`src/core/file_alu_pkg.sv`:
```
/*
  Shared constants for the file-register operation datapath: widths,
  operation codes, destination encodings, register-port offsets, flag
  positions and reset values.
  Assumes the two design files refer to every item as file_alu_pkg::name.
*/
package file_alu_pkg;

  // ---------------------------------------------------------------
  // widths
  // ---------------------------------------------------------------
  localparam int DATA_W     = 8;
  localparam int FADDR_W    = 7;
  localparam int OP_W       = 3;
  localparam int REG_ADDR_W = 2;

  // ---------------------------------------------------------------
  // operation codes presented by the decoder
  // ---------------------------------------------------------------
  localparam logic [OP_W-1:0] REG_INCREMENT_OP       = 3'h0;
  localparam logic [OP_W-1:0] ACC_OR_REG_OP          = 3'h1;
  localparam logic [OP_W-1:0] LOGICAL_SHIFT_LEFT_OP  = 3'h2;
  localparam logic [OP_W-1:0] LOGICAL_SHIFT_RIGHT_OP = 3'h3;
  localparam logic [OP_W-1:0] REG_MOVE_TEST_OP       = 3'h4;

  // ---------------------------------------------------------------
  // destination select encodings
  // ---------------------------------------------------------------
  localparam logic DEST_ACC  = 1'b0;
  localparam logic DEST_FILE = 1'b1;

  // ---------------------------------------------------------------
  // bit positions inside a data byte
  // ---------------------------------------------------------------
  localparam int MSB_POS = 7;
  localparam int LSB_POS = 0;

  // ---------------------------------------------------------------
  // register port map and flag layout
  // ---------------------------------------------------------------
  localparam logic [REG_ADDR_W-1:0] REG_ACC_OFS   = 2'h0;
  localparam logic [REG_ADDR_W-1:0] REG_FLAGS_OFS = 2'h1;
  localparam int                    FLAG_C_POS    = 0;
  localparam int                    FLAG_Z_POS    = 1;

  // ---------------------------------------------------------------
  // reset values and constants
  // ---------------------------------------------------------------
  localparam logic [DATA_W-1:0] ACC_RESET  = 8'h00;
  localparam logic              C_RESET    = 1'b0;
  localparam logic              Z_RESET    = 1'b0;
  localparam logic [DATA_W-1:0] BYTE_ZERO  = 8'h00;
  localparam logic [DATA_W-1:0] BYTE_ONE   = 8'h01;

  // zero test of a result byte
  function automatic logic is_zero(input logic [DATA_W-1:0] value);
    is_zero = (value == BYTE_ZERO);
  endfunction

endpackage

```
`src/core/file_alu_unit.sv`:
```
/*
  Combinational result unit: computes result, carry and flag-update
  enables for one file-register operation.
  Assumes operands are stable for the cycle in which it is sampled.
*/
`timescale 1ns/1ps
`default_nettype none

module file_alu_unit (
  // operation and operands
  input  wire logic [2:0] op,
  input  wire logic [7:0] acc,
  input  wire logic [7:0] src,
  // result and flag updates
  output logic      [7:0] result,
  output logic            carry,
  output logic            carry_upd,
  output logic            zero_upd
);

  // ---------------------------------------------------------------
  // operation select
  // ---------------------------------------------------------------

  // result and flags per operation
  always_comb begin
    result    = src;
    carry     = 1'b0;
    carry_upd = 1'b0;
    zero_upd  = 1'b0;
    case (op)
      file_alu_pkg::REG_INCREMENT_OP: begin
        result   = src + file_alu_pkg::BYTE_ONE;
        zero_upd = 1'b1;
      end
      file_alu_pkg::ACC_OR_REG_OP: begin
        result   = acc | src;
        zero_upd = 1'b1;
      end
      file_alu_pkg::LOGICAL_SHIFT_LEFT_OP: begin
        result    = {src[file_alu_pkg::MSB_POS-1:file_alu_pkg::LSB_POS], 1'b0};
        carry     = src[file_alu_pkg::MSB_POS];
        carry_upd = 1'b1;
        zero_upd  = 1'b1;
      end
      file_alu_pkg::LOGICAL_SHIFT_RIGHT_OP: begin
        result    = {1'b0, src[file_alu_pkg::MSB_POS:file_alu_pkg::LSB_POS+1]};
        carry     = src[file_alu_pkg::LSB_POS];
        carry_upd = 1'b1;
        zero_upd  = 1'b1;
      end
      file_alu_pkg::REG_MOVE_TEST_OP: begin
        result   = src;
        zero_upd = 1'b1;
      end
      default: begin
        result = src;
      end
    endcase
  end

endmodule

`default_nettype wire

```
`src/core/file_reg_alu_ops.sv`:
```
/*
  Sequencer and state for five file-register operations: takes an
  operation from the decoder, reads the addressed data-memory byte,
  computes through file_alu_unit and writes the result to the
  accumulator or back to data memory, updating zero, and carry on shifts.
  Assumes data memory returns read data in the cycle after its read
  strobe, and that all inputs are synchronous to SYS_CLK.
*/
`timescale 1ns/1ps
`default_nettype none

module file_reg_alu_ops (
  // clock, reset, enable
  input  wire logic       SYS_CLK,
  input  wire logic       RST,
  input  wire logic       CE,
  // operation request from the decoder
  input  wire logic       OP_VALID,
  input  wire logic [2:0] OP_CODE,
  input  wire logic [6:0] OP_FADDR,
  input  wire logic       OP_DEST,
  output logic            OP_READY,
  output logic            OP_DONE,
  // data memory access
  output logic      [6:0] MEM_ADDR,
  output logic            MEM_RD,
  input  wire logic [7:0] MEM_RDATA,
  output logic            MEM_WR,
  output logic      [7:0] MEM_WDATA,
  // core state
  output logic      [7:0] ACC,
  output logic            CARRY,
  output logic            ZERO,
  // register port
  input  wire logic [1:0] REG_ADDR,
  input  wire logic [7:0] REG_WDATA,
  input  wire logic       REG_WR,
  input  wire logic       REG_RD,
  output logic      [7:0] REG_RDATA
);

  // ---------------------------------------------------------------
  // sequencer state
  // ---------------------------------------------------------------
  typedef enum logic [1:0] {
    ST_IDLE,
    ST_READ,
    ST_EXEC
  } state_t;

  state_t     state_ff;
  state_t     nxt_state;
  logic [2:0] op_ff;
  logic [6:0] faddr_ff;
  logic       dest_ff;
  logic [7:0] acc_ff;
  logic       carry_ff;
  logic       zero_ff;
  logic       done_ff;
  logic       mem_rd_ff;
  logic       mem_wr_ff;
  logic [7:0] mem_wdata_ff;
  logic [7:0] reg_rdata_ff;

  logic [7:0] alu_result;
  logic       alu_carry;
  logic       alu_carry_upd;
  logic       alu_zero_upd;
  logic       exec;
  logic       take;

  // request taken only when idle
  assign take = CE && OP_VALID && (state_ff == ST_IDLE);
  // result cycle: memory data present on MEM_RDATA
  assign exec = CE && (state_ff == ST_EXEC);

  // ---------------------------------------------------------------
  // result unit
  // ---------------------------------------------------------------
  file_alu_unit u_alu (
    .op        (op_ff),
    .acc       (acc_ff),
    .src       (MEM_RDATA),
    .result    (alu_result),
    .carry     (alu_carry),
    .carry_upd (alu_carry_upd),
    .zero_upd  (alu_zero_upd)
  );

  // ---------------------------------------------------------------
  // sequencer
  // ---------------------------------------------------------------

  // next state
  always_comb begin
    nxt_state = state_ff;
    case (state_ff)
      ST_IDLE: begin
        if (OP_VALID) begin
          nxt_state = ST_READ;
        end
      end
      ST_READ: begin
        nxt_state = ST_EXEC;
      end
      ST_EXEC: begin
        nxt_state = ST_IDLE;
      end
      default: begin
        nxt_state = ST_IDLE;
      end
    endcase
  end

  // state register
  always_ff @(posedge SYS_CLK) begin
    if (RST) begin
      state_ff <= ST_IDLE;
    end else if (CE) begin
      state_ff <= nxt_state;
    end
  end

  // latch the request
  always_ff @(posedge SYS_CLK) begin
    if (RST) begin
      op_ff    <= file_alu_pkg::REG_MOVE_TEST_OP;
      faddr_ff <= '0;
      dest_ff  <= file_alu_pkg::DEST_ACC;
    end else if (take) begin
      op_ff    <= OP_CODE;
      faddr_ff <= OP_FADDR;
      dest_ff  <= OP_DEST;
    end
  end

  // ---------------------------------------------------------------
  // data memory side
  // ---------------------------------------------------------------

  // read strobe in the cycle after the request
  always_ff @(posedge SYS_CLK) begin
    if (RST) begin
      mem_rd_ff <= 1'b0;
    end else if (CE) begin
      mem_rd_ff <= take;
    end
  end

  // write back to the file register
  always_ff @(posedge SYS_CLK) begin
    if (RST) begin
      mem_wr_ff    <= 1'b0;
      mem_wdata_ff <= file_alu_pkg::BYTE_ZERO;
    end else if (CE) begin
      mem_wr_ff <= exec && (dest_ff == file_alu_pkg::DEST_FILE) && alu_zero_upd;
      if (exec) begin
        mem_wdata_ff <= alu_result;
      end
    end
  end

  // completion pulse
  always_ff @(posedge SYS_CLK) begin
    if (RST) begin
      done_ff <= 1'b0;
    end else if (CE) begin
      done_ff <= exec;
    end
  end

  // ---------------------------------------------------------------
  // accumulator and flags
  // ---------------------------------------------------------------

  // accumulator: operation result wins over a port write
  always_ff @(posedge SYS_CLK) begin
    if (RST) begin
      acc_ff <= file_alu_pkg::ACC_RESET;
    end else if (CE) begin
      if (exec && (dest_ff == file_alu_pkg::DEST_ACC) && alu_zero_upd) begin
        acc_ff <= alu_result;
      end else if (REG_WR && (REG_ADDR == file_alu_pkg::REG_ACC_OFS)) begin
        acc_ff <= REG_WDATA;
      end
    end
  end

  // zero flag
  always_ff @(posedge SYS_CLK) begin
    if (RST) begin
      zero_ff <= file_alu_pkg::Z_RESET;
    end else if (CE) begin
      if (exec && alu_zero_upd) begin
        zero_ff <= file_alu_pkg::is_zero(alu_result);
      end else if (REG_WR && (REG_ADDR == file_alu_pkg::REG_FLAGS_OFS)) begin
        zero_ff <= REG_WDATA[file_alu_pkg::FLAG_Z_POS];
      end
    end
  end

  // carry flag: shifts only
  always_ff @(posedge SYS_CLK) begin
    if (RST) begin
      carry_ff <= file_alu_pkg::C_RESET;
    end else if (CE) begin
      if (exec && alu_carry_upd) begin
        carry_ff <= alu_carry;
      end else if (REG_WR && (REG_ADDR == file_alu_pkg::REG_FLAGS_OFS)) begin
        carry_ff <= REG_WDATA[file_alu_pkg::FLAG_C_POS];
      end
    end
  end

  // ---------------------------------------------------------------
  // register port read
  // ---------------------------------------------------------------

  // read data one cycle after the strobe, zero otherwise
  always_ff @(posedge SYS_CLK) begin
    if (RST) begin
      reg_rdata_ff <= file_alu_pkg::BYTE_ZERO;
    end else if (CE) begin
      reg_rdata_ff <= file_alu_pkg::BYTE_ZERO;
      if (REG_RD) begin
        case (REG_ADDR)
          file_alu_pkg::REG_ACC_OFS: begin
            reg_rdata_ff <= acc_ff;
          end
          file_alu_pkg::REG_FLAGS_OFS: begin
            reg_rdata_ff[file_alu_pkg::FLAG_C_POS] <= carry_ff;
            reg_rdata_ff[file_alu_pkg::FLAG_Z_POS] <= zero_ff;
          end
          default: begin
            reg_rdata_ff <= file_alu_pkg::BYTE_ZERO;
          end
        endcase
      end
    end
  end

  // ---------------------------------------------------------------
  // outputs
  // ---------------------------------------------------------------
  assign OP_READY  = (state_ff == ST_IDLE);
  assign OP_DONE   = done_ff;
  assign MEM_ADDR  = faddr_ff;
  assign MEM_RD    = mem_rd_ff;
  assign MEM_WR    = mem_wr_ff;
  assign MEM_WDATA = mem_wdata_ff;
  assign ACC       = acc_ff;
  assign CARRY     = carry_ff;
  assign ZERO      = zero_ff;
  assign REG_RDATA = reg_rdata_ff;

endmodule

`default_nettype wire

```
`config.mk`:
```
export PLATFORM = sky130hd
export DESIGN_NAME = file_reg_alu_ops
export DESIGN_NICKNAME = d
export VERILOG_FILES = /design/src/core/file_alu_pkg.sv /design/src/core/file_alu_unit.sv /design/src/core/file_reg_alu_ops.sv
export SDC_FILE = /design/constraint.sdc
export NUM_CORES = 1
export LEC_CHECK = 0
export ABC_AREA = 1
export BUFFER_PORTS_ARGS = -buffer_cell sky130_fd_sc_hd__buf_2
export CAP_MARGIN = 20
export CELL_PAD_IN_SITES_DETAIL_PLACEMENT = 0
export CELL_PAD_IN_SITES_GLOBAL_PLACEMENT = 1
export CORE_ASPECT_RATIO = 2
export CORE_MARGIN = 1
export CORE_UTILIZATION = 31
export DETAILED_ROUTE_END_ITERATION = 6
export PLACE_DENSITY_LB_ADDON = 0.1
export SLEW_MARGIN = 20
export SYNTH_ARGS = -nofsm -noshare
export SYNTH_HDL_FRONTEND = slang
export SYNTH_SLANG_ARGS = --single-unit
```
`constraint.sdc`:
```
create_clock -name SYS_CLK -period 1.5 [get_ports SYS_CLK]
set_input_delay 0.075 -clock SYS_CLK [delete_from_list [all_inputs] [get_ports SYS_CLK]]
set_output_delay 0.075 -clock SYS_CLK [all_outputs]
set_load 0.005 [all_outputs]
```
# Yosys cells after proc, flatten, opt, wreduce, memory -nomap -nowiden
# Cells that the tools add are included.
# classes
addsub	1
mul	0
div_mod_pow	0
magnitude_cmp	0
n_eq_ne	8
n_shift	0
mux	15
bitwise	2
n_reduce_logical	25
# op_table
op	n
$pmux W8 S4	1
$mux W8	3
$logic_and A1 B1 Y1	11
$reduce_and A2 Y1	5
$add A8 B1 Y8 const B	1
$logic_not A8 Y1	1
$or A8 B8 Y8	1
$pmux W2 S2	2
$eq A3 B2 Y1 const B	2
$mux W1	6
$mux W6	1
$reduce_bool A2 Y1	3
$reduce_or A5 Y1	1
$eq A2 B1 Y1 const B	2
$logic_not A2 Y1	2
$eq A3 B1 Y1 const B	1
$eq A3 B3 Y1 const B	1
$logic_not A3 Y1	1
$eq A2 B2 Y1 const B	1
$mux W2	1
$ne A2 B2 Y1 const B	1
$pmux W1 S2	1
$reduce_or A2 Y1	1
$not A1 Y1	1
# totals
reg_bits	42
latchBits	0
ram_bits	0
rom_bits	0
input_bits	35
out_inout_bits	37
wordCells	63
mem_count	0

# Longest topological paths before layout
# Gate-level depths: netlist (run 1).
# logic_depth
depth_word	6
ltp_mapped	13
depth_no_buf	12

# By module
# From an unflattened synthesis (run 1), not the netlist that was laid out.
# hier_totals
hier_cells	365
area_unflattened_um2	2331.0
# modules_own_cells
module	instances	cells_per_inst	area_per_inst_um2	seq_area_each_um2
file_reg_alu_ops	1	252	1778.0	840.8
file_alu_unit	1	113	553.0	0.0

# Least setup slack after synthesis (run 1)
# OpenSTA, ideal clock, no wires.
# synth_timing
kind	register to register
from	reg op_ff[1]
to	reg zero_ff, in the netlist ZERO
setup_time_ps	70
t_arrival_ps	1282
required_ps	1430
setup_slack_ps	148
path_stages_with_launch	12
path_buffers	1
period_less_slack_ps	1352
cell_sequence	dfxtp_1 buf_2 inv_2 nand2_1 nor2_1 o21ai_0 nand2_1 nor3_1 nand2_1 nor2_1 nand2_1 a21oi_1
# synth_between
elab_chain_cells	6
elab_cells_between_ends	13
classes_between	4 x eq/ne; 3 x mux; 6 x reduce/logical
# synth_rtl
item	line_no	rtl
from (decl)	file_reg_alu_ops.sv:53	logic [2:0] op_ff;
from (signal assigned)	file_reg_alu_ops.sv:127	op_ff <= file_alu_pkg::REG_MOVE_TEST_OP;
$eq A3 B3 Y1, or another cell as far along	file_alu_unit.sv:31	case (op)
$reduce_or A5 Y1 (no source line)	--	
$mux W1	file_alu_unit.sv:31	
$logic_and A1 B1 Y1	file_reg_alu_ops.sv:194	if (exec && alu_zero_upd) begin
$reduce_bool A2 Y1 (no source line)	--	
$reduce_and A2 Y1 (no source line)	--	
to (signal assigned)	file_reg_alu_ops.sv:192	zero_ff <= file_alu_pkg::Z_RESET;
to (signal assigned)	file_reg_alu_ops.sv:195	zero_ff <= file_alu_pkg::is_zero(alu_result);
to (signal assigned)	file_reg_alu_ops.sv:197	zero_ff <= REG_WDATA[file_alu_pkg::FLAG_Z_POS];
to (decl)	file_reg_alu_ops.sv:58	logic zero_ff;
# Parallel ways exist; a longest one is shown, timed or not.
# A chain may end at the register's enable or synchronous reset.

# Final worst setup path (run 1)
# layout_timing
from	reg op_ff[1]
to	reg mem_wdata_ff[6], in the netlist MEM_WDATA[6]
# layout_between
elab_chain_cells	2
elab_cells_between_ends	5
classes_between	3 x eq/ne; 1 x mux; 1 x reduce/logical
# layout_rtl
item	line_no	rtl
$eq A3 B2 Y1, or another cell as far along	file_alu_unit.sv:31	
$pmux W8 S4 (*)	file_alu_unit.sv:31	
to (signal assigned)	file_reg_alu_ops.sv:154	mem_wdata_ff <= file_alu_pkg::BYTE_ZERO;
to (signal assigned)	file_reg_alu_ops.sv:158	mem_wdata_ff <= alu_result;
to (decl)	file_reg_alu_ops.sv:62	logic [7:0] mem_wdata_ff;
# Mark *: on every way between the ends. The rest lies on a longest branch, timed or not.

==> impl_metrics.ini, run 1 <==
[status]
status = complete, no violations

[logic_synthesis]
post_synth_instance_area_um2 = 2201
seq_area_frac_synth = 0.3820
yosysWarnings = 0
yosys.area.top_type = dfxtp_1
synthFlopType = dfxtp_1
avgSynthCellArea_um2 = 6.379
synth_top_area_share = 0.3820
syn_nets = 381
ys_top_cells_by_area = dfxtp_1, nand2_1, a21oi_1
ys_ff_latch = 42
synth_common_cells = nand2_1, nor2_1, dfxtp_1
synth_cells = 345
synthMostInstantiatedCell = nand2_1
synth_cell_types = 30
async_flop_share = 0
synth-edff-count = 0

[global_route]
met3_usage = 0.02772
busiest_layer = met2
grt.met2_usage = 0.4039
grt_max_degree = 31
overflow = 0
grt_pass1_vias = 2349
grt_usage = 0.2226
grt_antenna_before_repair = 0
grt_pass1_wl_mm = 11.86
met1_usage = 0.2358

[layout]
multi_input_area_um2 = 1336
nNetsFinal = 490
n_antenna_cell = 0
nFillCells = 783
final_layout_size_suffix_gt1_frac = 0.3846
register_area_um2 = 855.8
stdcell_area_um2 = 3331
area_delta_synth_final_pct = 51.34

[timing]
clock_skew_ns = 0.008310
finalWorstSetupSlack_ns = 0.03551
final_hold_viol_count = 0
tightest_slew_ns = 0.2909
period_share = 0.9763
max_freq_ghz = 0.6828
maxSlewViolCount = 0
finalSetupViolations = 0
hold_ws_ns = 0.03840
rsz0062_at_grt = true
timing.slew.headroom = 0.8049
finalCriticalPeriod_ns = 1.464

[worst_setup_path]
crit_path_end_kind = register
worst_path_max_delay_cell = dfxtp_4
startpoint_type = register
worstPathCellList = buf_6 -> nand2_4 -> o21ai_2 -> buf_4 -> nor2_1 -> nand2_1 -> nand2_2 -> buf_4 -> buf_4 -> a21oi_2
required_ns = 1.73
arrival_ns = 1.69
crit_top_cell = buf_4
worstSetupPathType = register to register
r2r-end = MEM_WDATA[6]$_SDFFE_PP0P_
ff2ff_path_depth = 10
reg2reg_from = op_ff[1]$_SDFFE_PP0P_
critPathMaxStageDelay_ns = 0.43
r2r_slack_ns = 0.04
path_max_fanout = 7

[clock_network]
cts.clk_slew.worst_paths_ns = 0.06
cts_sinks = 42
insertion_delay_ns = 0.29
h-tree-depth = 2
cts_buffers = 5
cts_tree = built
clk_path_buf_depth = 2
cts_root_buffer = clkbuf_16

[placed_design]
placed_cell_area_um2 = 2895
pre_cts_slack_ns = -0.1477
port_buffers = 71
place_congestion = 0.9343
hpwlAfterDp_mm = 6.210

[floorplan]
rows = 43
die-area_um2 = 7461
die-width_um = 61.58
initial_utilization = 0.3196
coreArea_um2 = 6887
fp.dieH_um = 121.2
ios = 72

[power]
p_total_mw = 2.833
power.density_nw_per_um2 = 850.7
clkPwrFrac = 0.376
internal_power_mw = 2.031
ir_drop_v = 0.0004042
swShare = 0.2832
p_seq_frac = 0.423
p_leak_nw = 1.633
p_sw_uw = 802.3
power_frac_comb = 0.201

[detailed_routing]
vias_per_cell = 4.714
firstDrtPassIters = 4
first_iter_violations = 142
ant_nets = 0
vias = 2569
wire_per_inst_um = 14.32
drc = 0
wirelength_mm = 7.802

[min_path]
whs_path_depth = 3
min_path_type = input pin to register
holdPathEnd = MEM_ADDR[3]$_SDFFE_PP0P_
min_from = OP_FADDR[3]

[job]
drv_cap = 0
## cells by family after synthesis
| family | synth area share |
|---|---|
| flops | 0.3820 |
| fa+ha+maj | 0.005684 |
| buf+inv | 0.09153 |
| simple gates | 0.3241 |
| xor+xnor | 0.003980 |
| compound gates | 0.1927 |
## state kept, by name, summed over array words and instances, names as in the netlist
| name | count |
|---|---|
| ACC | 8 |
| MEM_WDATA | 8 |
| REG_RDATA | 8 |
| MEM_ADDR | 7 |
| op_ff | 3 |
| state_ff | 2 |
| CARRY | 1 |
| MEM_RD | 1 |
| MEM_WR | 1 |
| OP_DONE | 1 |
| ZERO | 1 |
| dest_ff | 1 |
## routing by layer
metal | wire length, um | part of all wire
met5 | 0 | 0
met3 | 196 | 0.025
met2 | 4463 | 0.57
met4 | 209 | 0.027
met1 | 2933 | 0.38
## layout make-up
cell class	instances	area share
multi-input cells	254	0.4012
repair buffers	114	0.2171
clock inverters	2	0.004132
flip-flops and latches	42	0.2570
inverters	37	0.04808
well taps	90	0.03381
clock buffers	6	0.03869
## stage by stage
| step | instances | util | setup TNS, ns |
|---|---|---|---|
| after floorplan | 345 | - | 0 |
| after global placement | 530 | 0.4204 | -0.3526 |
| after detailed placement | 530 | 0.4204 | -0.5155 |
| after CTS | 539 | 0.4459 | 0 |
| after global routing | 545 | 0.4836 | -0.2554 |
| final | 545 | 0.4836 | 0 |
## how the worst max path moves through the flow
stage / start / to / cells after the start
2_1_floorplan: op_ff[1]$_SDFFE_PP0P_ / ZERO$_SDFFE_PP0P_ / 11
3_3_place_gp: op_ff[1]$_SDFFE_PP0P_ / ZERO$_SDFFE_PP0P_ / 10
3_5_place_dp: op_ff[1]$_SDFFE_PP0P_ / ZERO$_SDFFE_PP0P_ / 10
4_1_cts: state_ff[0]$_SDFFE_PP0P_ / ACC[6]$_SDFFE_PP0P_ / 11
5_1_grt: op_ff[1]$_SDFFE_PP0P_ / ZERO$_SDFFE_PP0P_ / 10
6_report: op_ff[1]$_SDFFE_PP0P_ / MEM_WDATA[6]$_SDFFE_PP0P_ / 10
## layout by cell type, fill, tap and decap left out, types with 2 or more instances in the layout
cell	netlist	layout
a21oi_1	39	28
o21ai_2	1	3
dfxtp_4	0	4
clkinv_4	1	2
o21ai_1	8	10
nand2_4	1	5
nor2_4	1	5
a21oi_2	0	10
o21ai_0	23	19
inv_2	7	4
clkbuf_16	0	5
nand3_2	0	3
buf_2	3	71
inv_1	27	26
nand2_1	90	80
buf_4	0	34
nand4_1	3	3
dfxtp_1	42	38
o211ai_1	5	5
buf_6	1	6
clkinv_2	1	2
inv_4	0	3
nand2_2	3	9
nand3_1	24	21
nor2_1	46	40
nor2_2	0	2
## power groups by stage
stage	Sequential (mW)	Clock, mW	Combinational [mW]
finish	1.20	1.06	0.569
global placement	1.21	0	0.485
floorplan	1.21	0	0.222
CTS	1.19	1.09	0.494
detailed placement	1.22	0	0.482
global route	1.21	1.14	0.631
## worst max-delay path: cells and delay by family (launching register included)
family / cells / cell delay (ns)
compound gates: 2 / 0.20
buf+inv: 4 / 0.52
flops: 1 / 0.43
simple gates: 4 / 0.26
## what timing repair did
item | CTS | global route
pin swaps | 0 | 27
endpoints found under the setup margin | 10 | 16
resized for setup | 9 | 62
endpoints found under the hold margin | 1 | 0
hold buffers | 1 | 0
buffers inserted | 0 | 8
Note: power is estimated with default switching activity, not from simulation.
==> run 2, diff against run 1 <==
==> constraint.sdc (replaced) <==
create_clock -name SYS_CLK -period 1.5 [get_ports SYS_CLK]
set_input_delay 0.15 -clock SYS_CLK [delete_from_list [all_inputs] [get_ports SYS_CLK]]
set_output_delay 0.15 -clock SYS_CLK [all_outputs]
set_load 0.005 [all_outputs]
==> run 2 against run 1 <==
  * The flow now finishes with violations (setup timing)
  * Combinational power fell by 9.5%
  * Register-to-register slack got worse by 0.05 ns
  * Cell count fell by 0.73%
  * Sequential share of layout area rose by 1.1 points
  * Via count rose by 0.27%
  * Clock skew fell by 0.00082 ns
  * Highest routed layer unchanged
  * Cell area fell by 4.5%
  * Flip-flop and latch count did not move
  * Non-clock buffer count fell by 4
  * Largest cell class unchanged
==> impl_metrics.ini, run 2 (synthesized netlist as in run 1, its figures left out) <==
[status]
status = finished, violations left
violations = setup timing

[timing]
clock_skew_ns = 0.007493
max_freq_ghz = 0.6588
period_share = 1.012
finalCriticalPeriod_ns = 1.518
final_hold_viol_count = 0
finalWorstSetupSlack_ns = -0.01789
rsz0062_at_grt = true
hold_ws_ns = 0.07991
maxSlewViolCount = 0
finalSetupViolations = 1
timing.slew.headroom = 0.8075
fin_setup_tns_ns = -0.01789
tightest_slew_ns = 0.2877

[placed_design]
place_congestion = 0.9203
pre_cts_slack_ns = -0.2037
hpwlAfterDp_mm = 6.344
dp.cells = 531
port_buffers = 71

[layout]
area_delta_synth_final_pct = 44.51
final_common_cell = nand2_1
nNetsFinal = 486
instances_no_fill = 541
nFillCells = 781
n_antenna_cell = 0
final_cell_mix = nand2_1, buf_2, nor2_1, dfxtp_1, a21oi_1
final_layout_size_suffix_gt1_frac = 0.3437

[power]
p_leak_nw = 1.586
power.density_nw_per_um2 = 927.2
p_total_mw = 2.949
ir_drop_v = 0.0004224

[clock_network]
cts_sinks = 42
cts_root_buffer = clkbuf_16
cts_hold_buf = 0
cts.clk_slew.worst_paths_ns = 0.06
h-tree-depth = 2
cts_tree = built
cts_buffers = 5
clk_path_buf_depth = 2
insertion_delay_ns = 0.29

[detailed_routing]
firstDrtPassIters = 4
vias_per_cell = 4.762
drc = 0
wirelength_mm = 7.760
first_iter_violations = 92
vias = 2576
ant_nets = 0
wire_per_inst_um = 14.34

[worst_setup_path]
arrival_ns = 1.74
required_ns = 1.72
critPathMaxStageDelay_ns = 0.38
crit_top_cell = nand2_1
r2r_slack_ns = -0.02
worstSetupPathType = register to register
worst_path_max_delay_cell = dfxtp_4
path_max_fanout = 5
critPathLaunch = op_ff[1]$_SDFFE_PP0P_
startpoint_type = register
crit_path_end_kind = register
worstPathCellList = buf_6 -> nand2_2 -> nor2_2 -> a21oi_2 -> nand3_2 -> nand2_4 -> nand2_1 -> nor2_1 -> nand2_1 -> a21oi_1
reg2reg_from = op_ff[1]$_SDFFE_PP0P_

[floorplan]
ios = 72
initial_utilization = 0.3196
die-area_um2 = 7461
die-width_um = 61.58
rows = 43
coreArea_um2 = 6887
fp.dieH_um = 121.2

[min_path]
min_path_type = input pin to register
min_from = OP_CODE[2]

[global_route]
grt_max_degree = 30
grt_pass1_wl_mm = 11.76
grt_usage = 0.2208
overflow = 0
grt_antenna_before_repair = 0
grt_pass1_vias = 2421

[job]
drv_cap = 0
==> run 2: cell types whose count changed in the layout (fill, tap and decap cells not counted), sizes merged <==
cell,change
buf,-3
bufinv,+1
clkinv,-2
clkinvlp,+1
dlygate4sd3,-1
==> run 2: worst paths after layout <==
| check | to | depth (start not counted) |
|---|---|---|
| max | ZERO$_SDFFE_PP0P_ | 10 |
| min | op_ff[2]$_SDFFE_PP1P_ | 3 |
| max reg2reg | ZERO$_SDFFE_PP0P_ | 10 |
| min reg2reg | MEM_RD$_SDFFE_PP0P_ | 2 |
==> run 2: metrics by stage <==
| stage | area, um2 | utilization |
|---|---|---|
| 3_3_place_gp | 2890 | 0.4197 |
| 5_1_grt | 3181 | 0.4618 |
| 3_5_place_dp | 2890 | 0.4197 |
| 4_1_cts | 3147 | 0.4569 |
| 2_1_floorplan | 2201 | - |
| 6_report | 3181 | 0.4618 |
==> run 2: what timing repair did <==
action | 4_1_cts | 5_1_grt
pin swaps | 7 | 7
resized for setup | 24 | 12
endpoints found under the setup margin | 12 | 14
buffers inserted | 3 | 0
==> run 2: final cells by class <==
cell class,instances,area [um2],area share
sequential,42,850.8,0.2675
clock inverter,2,37.54,0.01180
multi-input combinational,254,1234,0.3879
tap,90,112.6,0.03541
inverter,37,150.1,0.04721
timing repair buffer,110,666.9,0.2097
clock buffer,6,128.9,0.04052
==> run 2: power breakdown <==
part           switching [mW]  leakage (nW)  internal [mW]  total [mW]
clock                   0.453        0.0771          0.786        1.24
combinational           0.288          1.17          0.227       0.515
sequential             0.0371         0.343           1.16        1.19
total                   0.779          1.59           2.17        2.95
==> run 2: worst max-delay path, delay by kind of cell (launching register included) <==
kind	cells	cell delay, ns
buffers and inverters	1	0.14
AO/OA/AOI/OAI	2	0.35
flip-flops	1	0.38
AND/OR/NAND/NOR	7	0.57
==> run 2: layer usage <==
| layer | vias to the layer above | GRT usage | part of all wire |
|---|---|---|---|
| met5 | - | 0 | 0 |
| met4 | 0 | 0.1083 | 0.038 |
| met3 | 20 | 0.03092 | 0.034 |
| met2 | 65 | 0.4153 | 0.57 |
| met1 | 1164 | 0.2183 | 0.36 |
| li1 | 1327 | - | - |
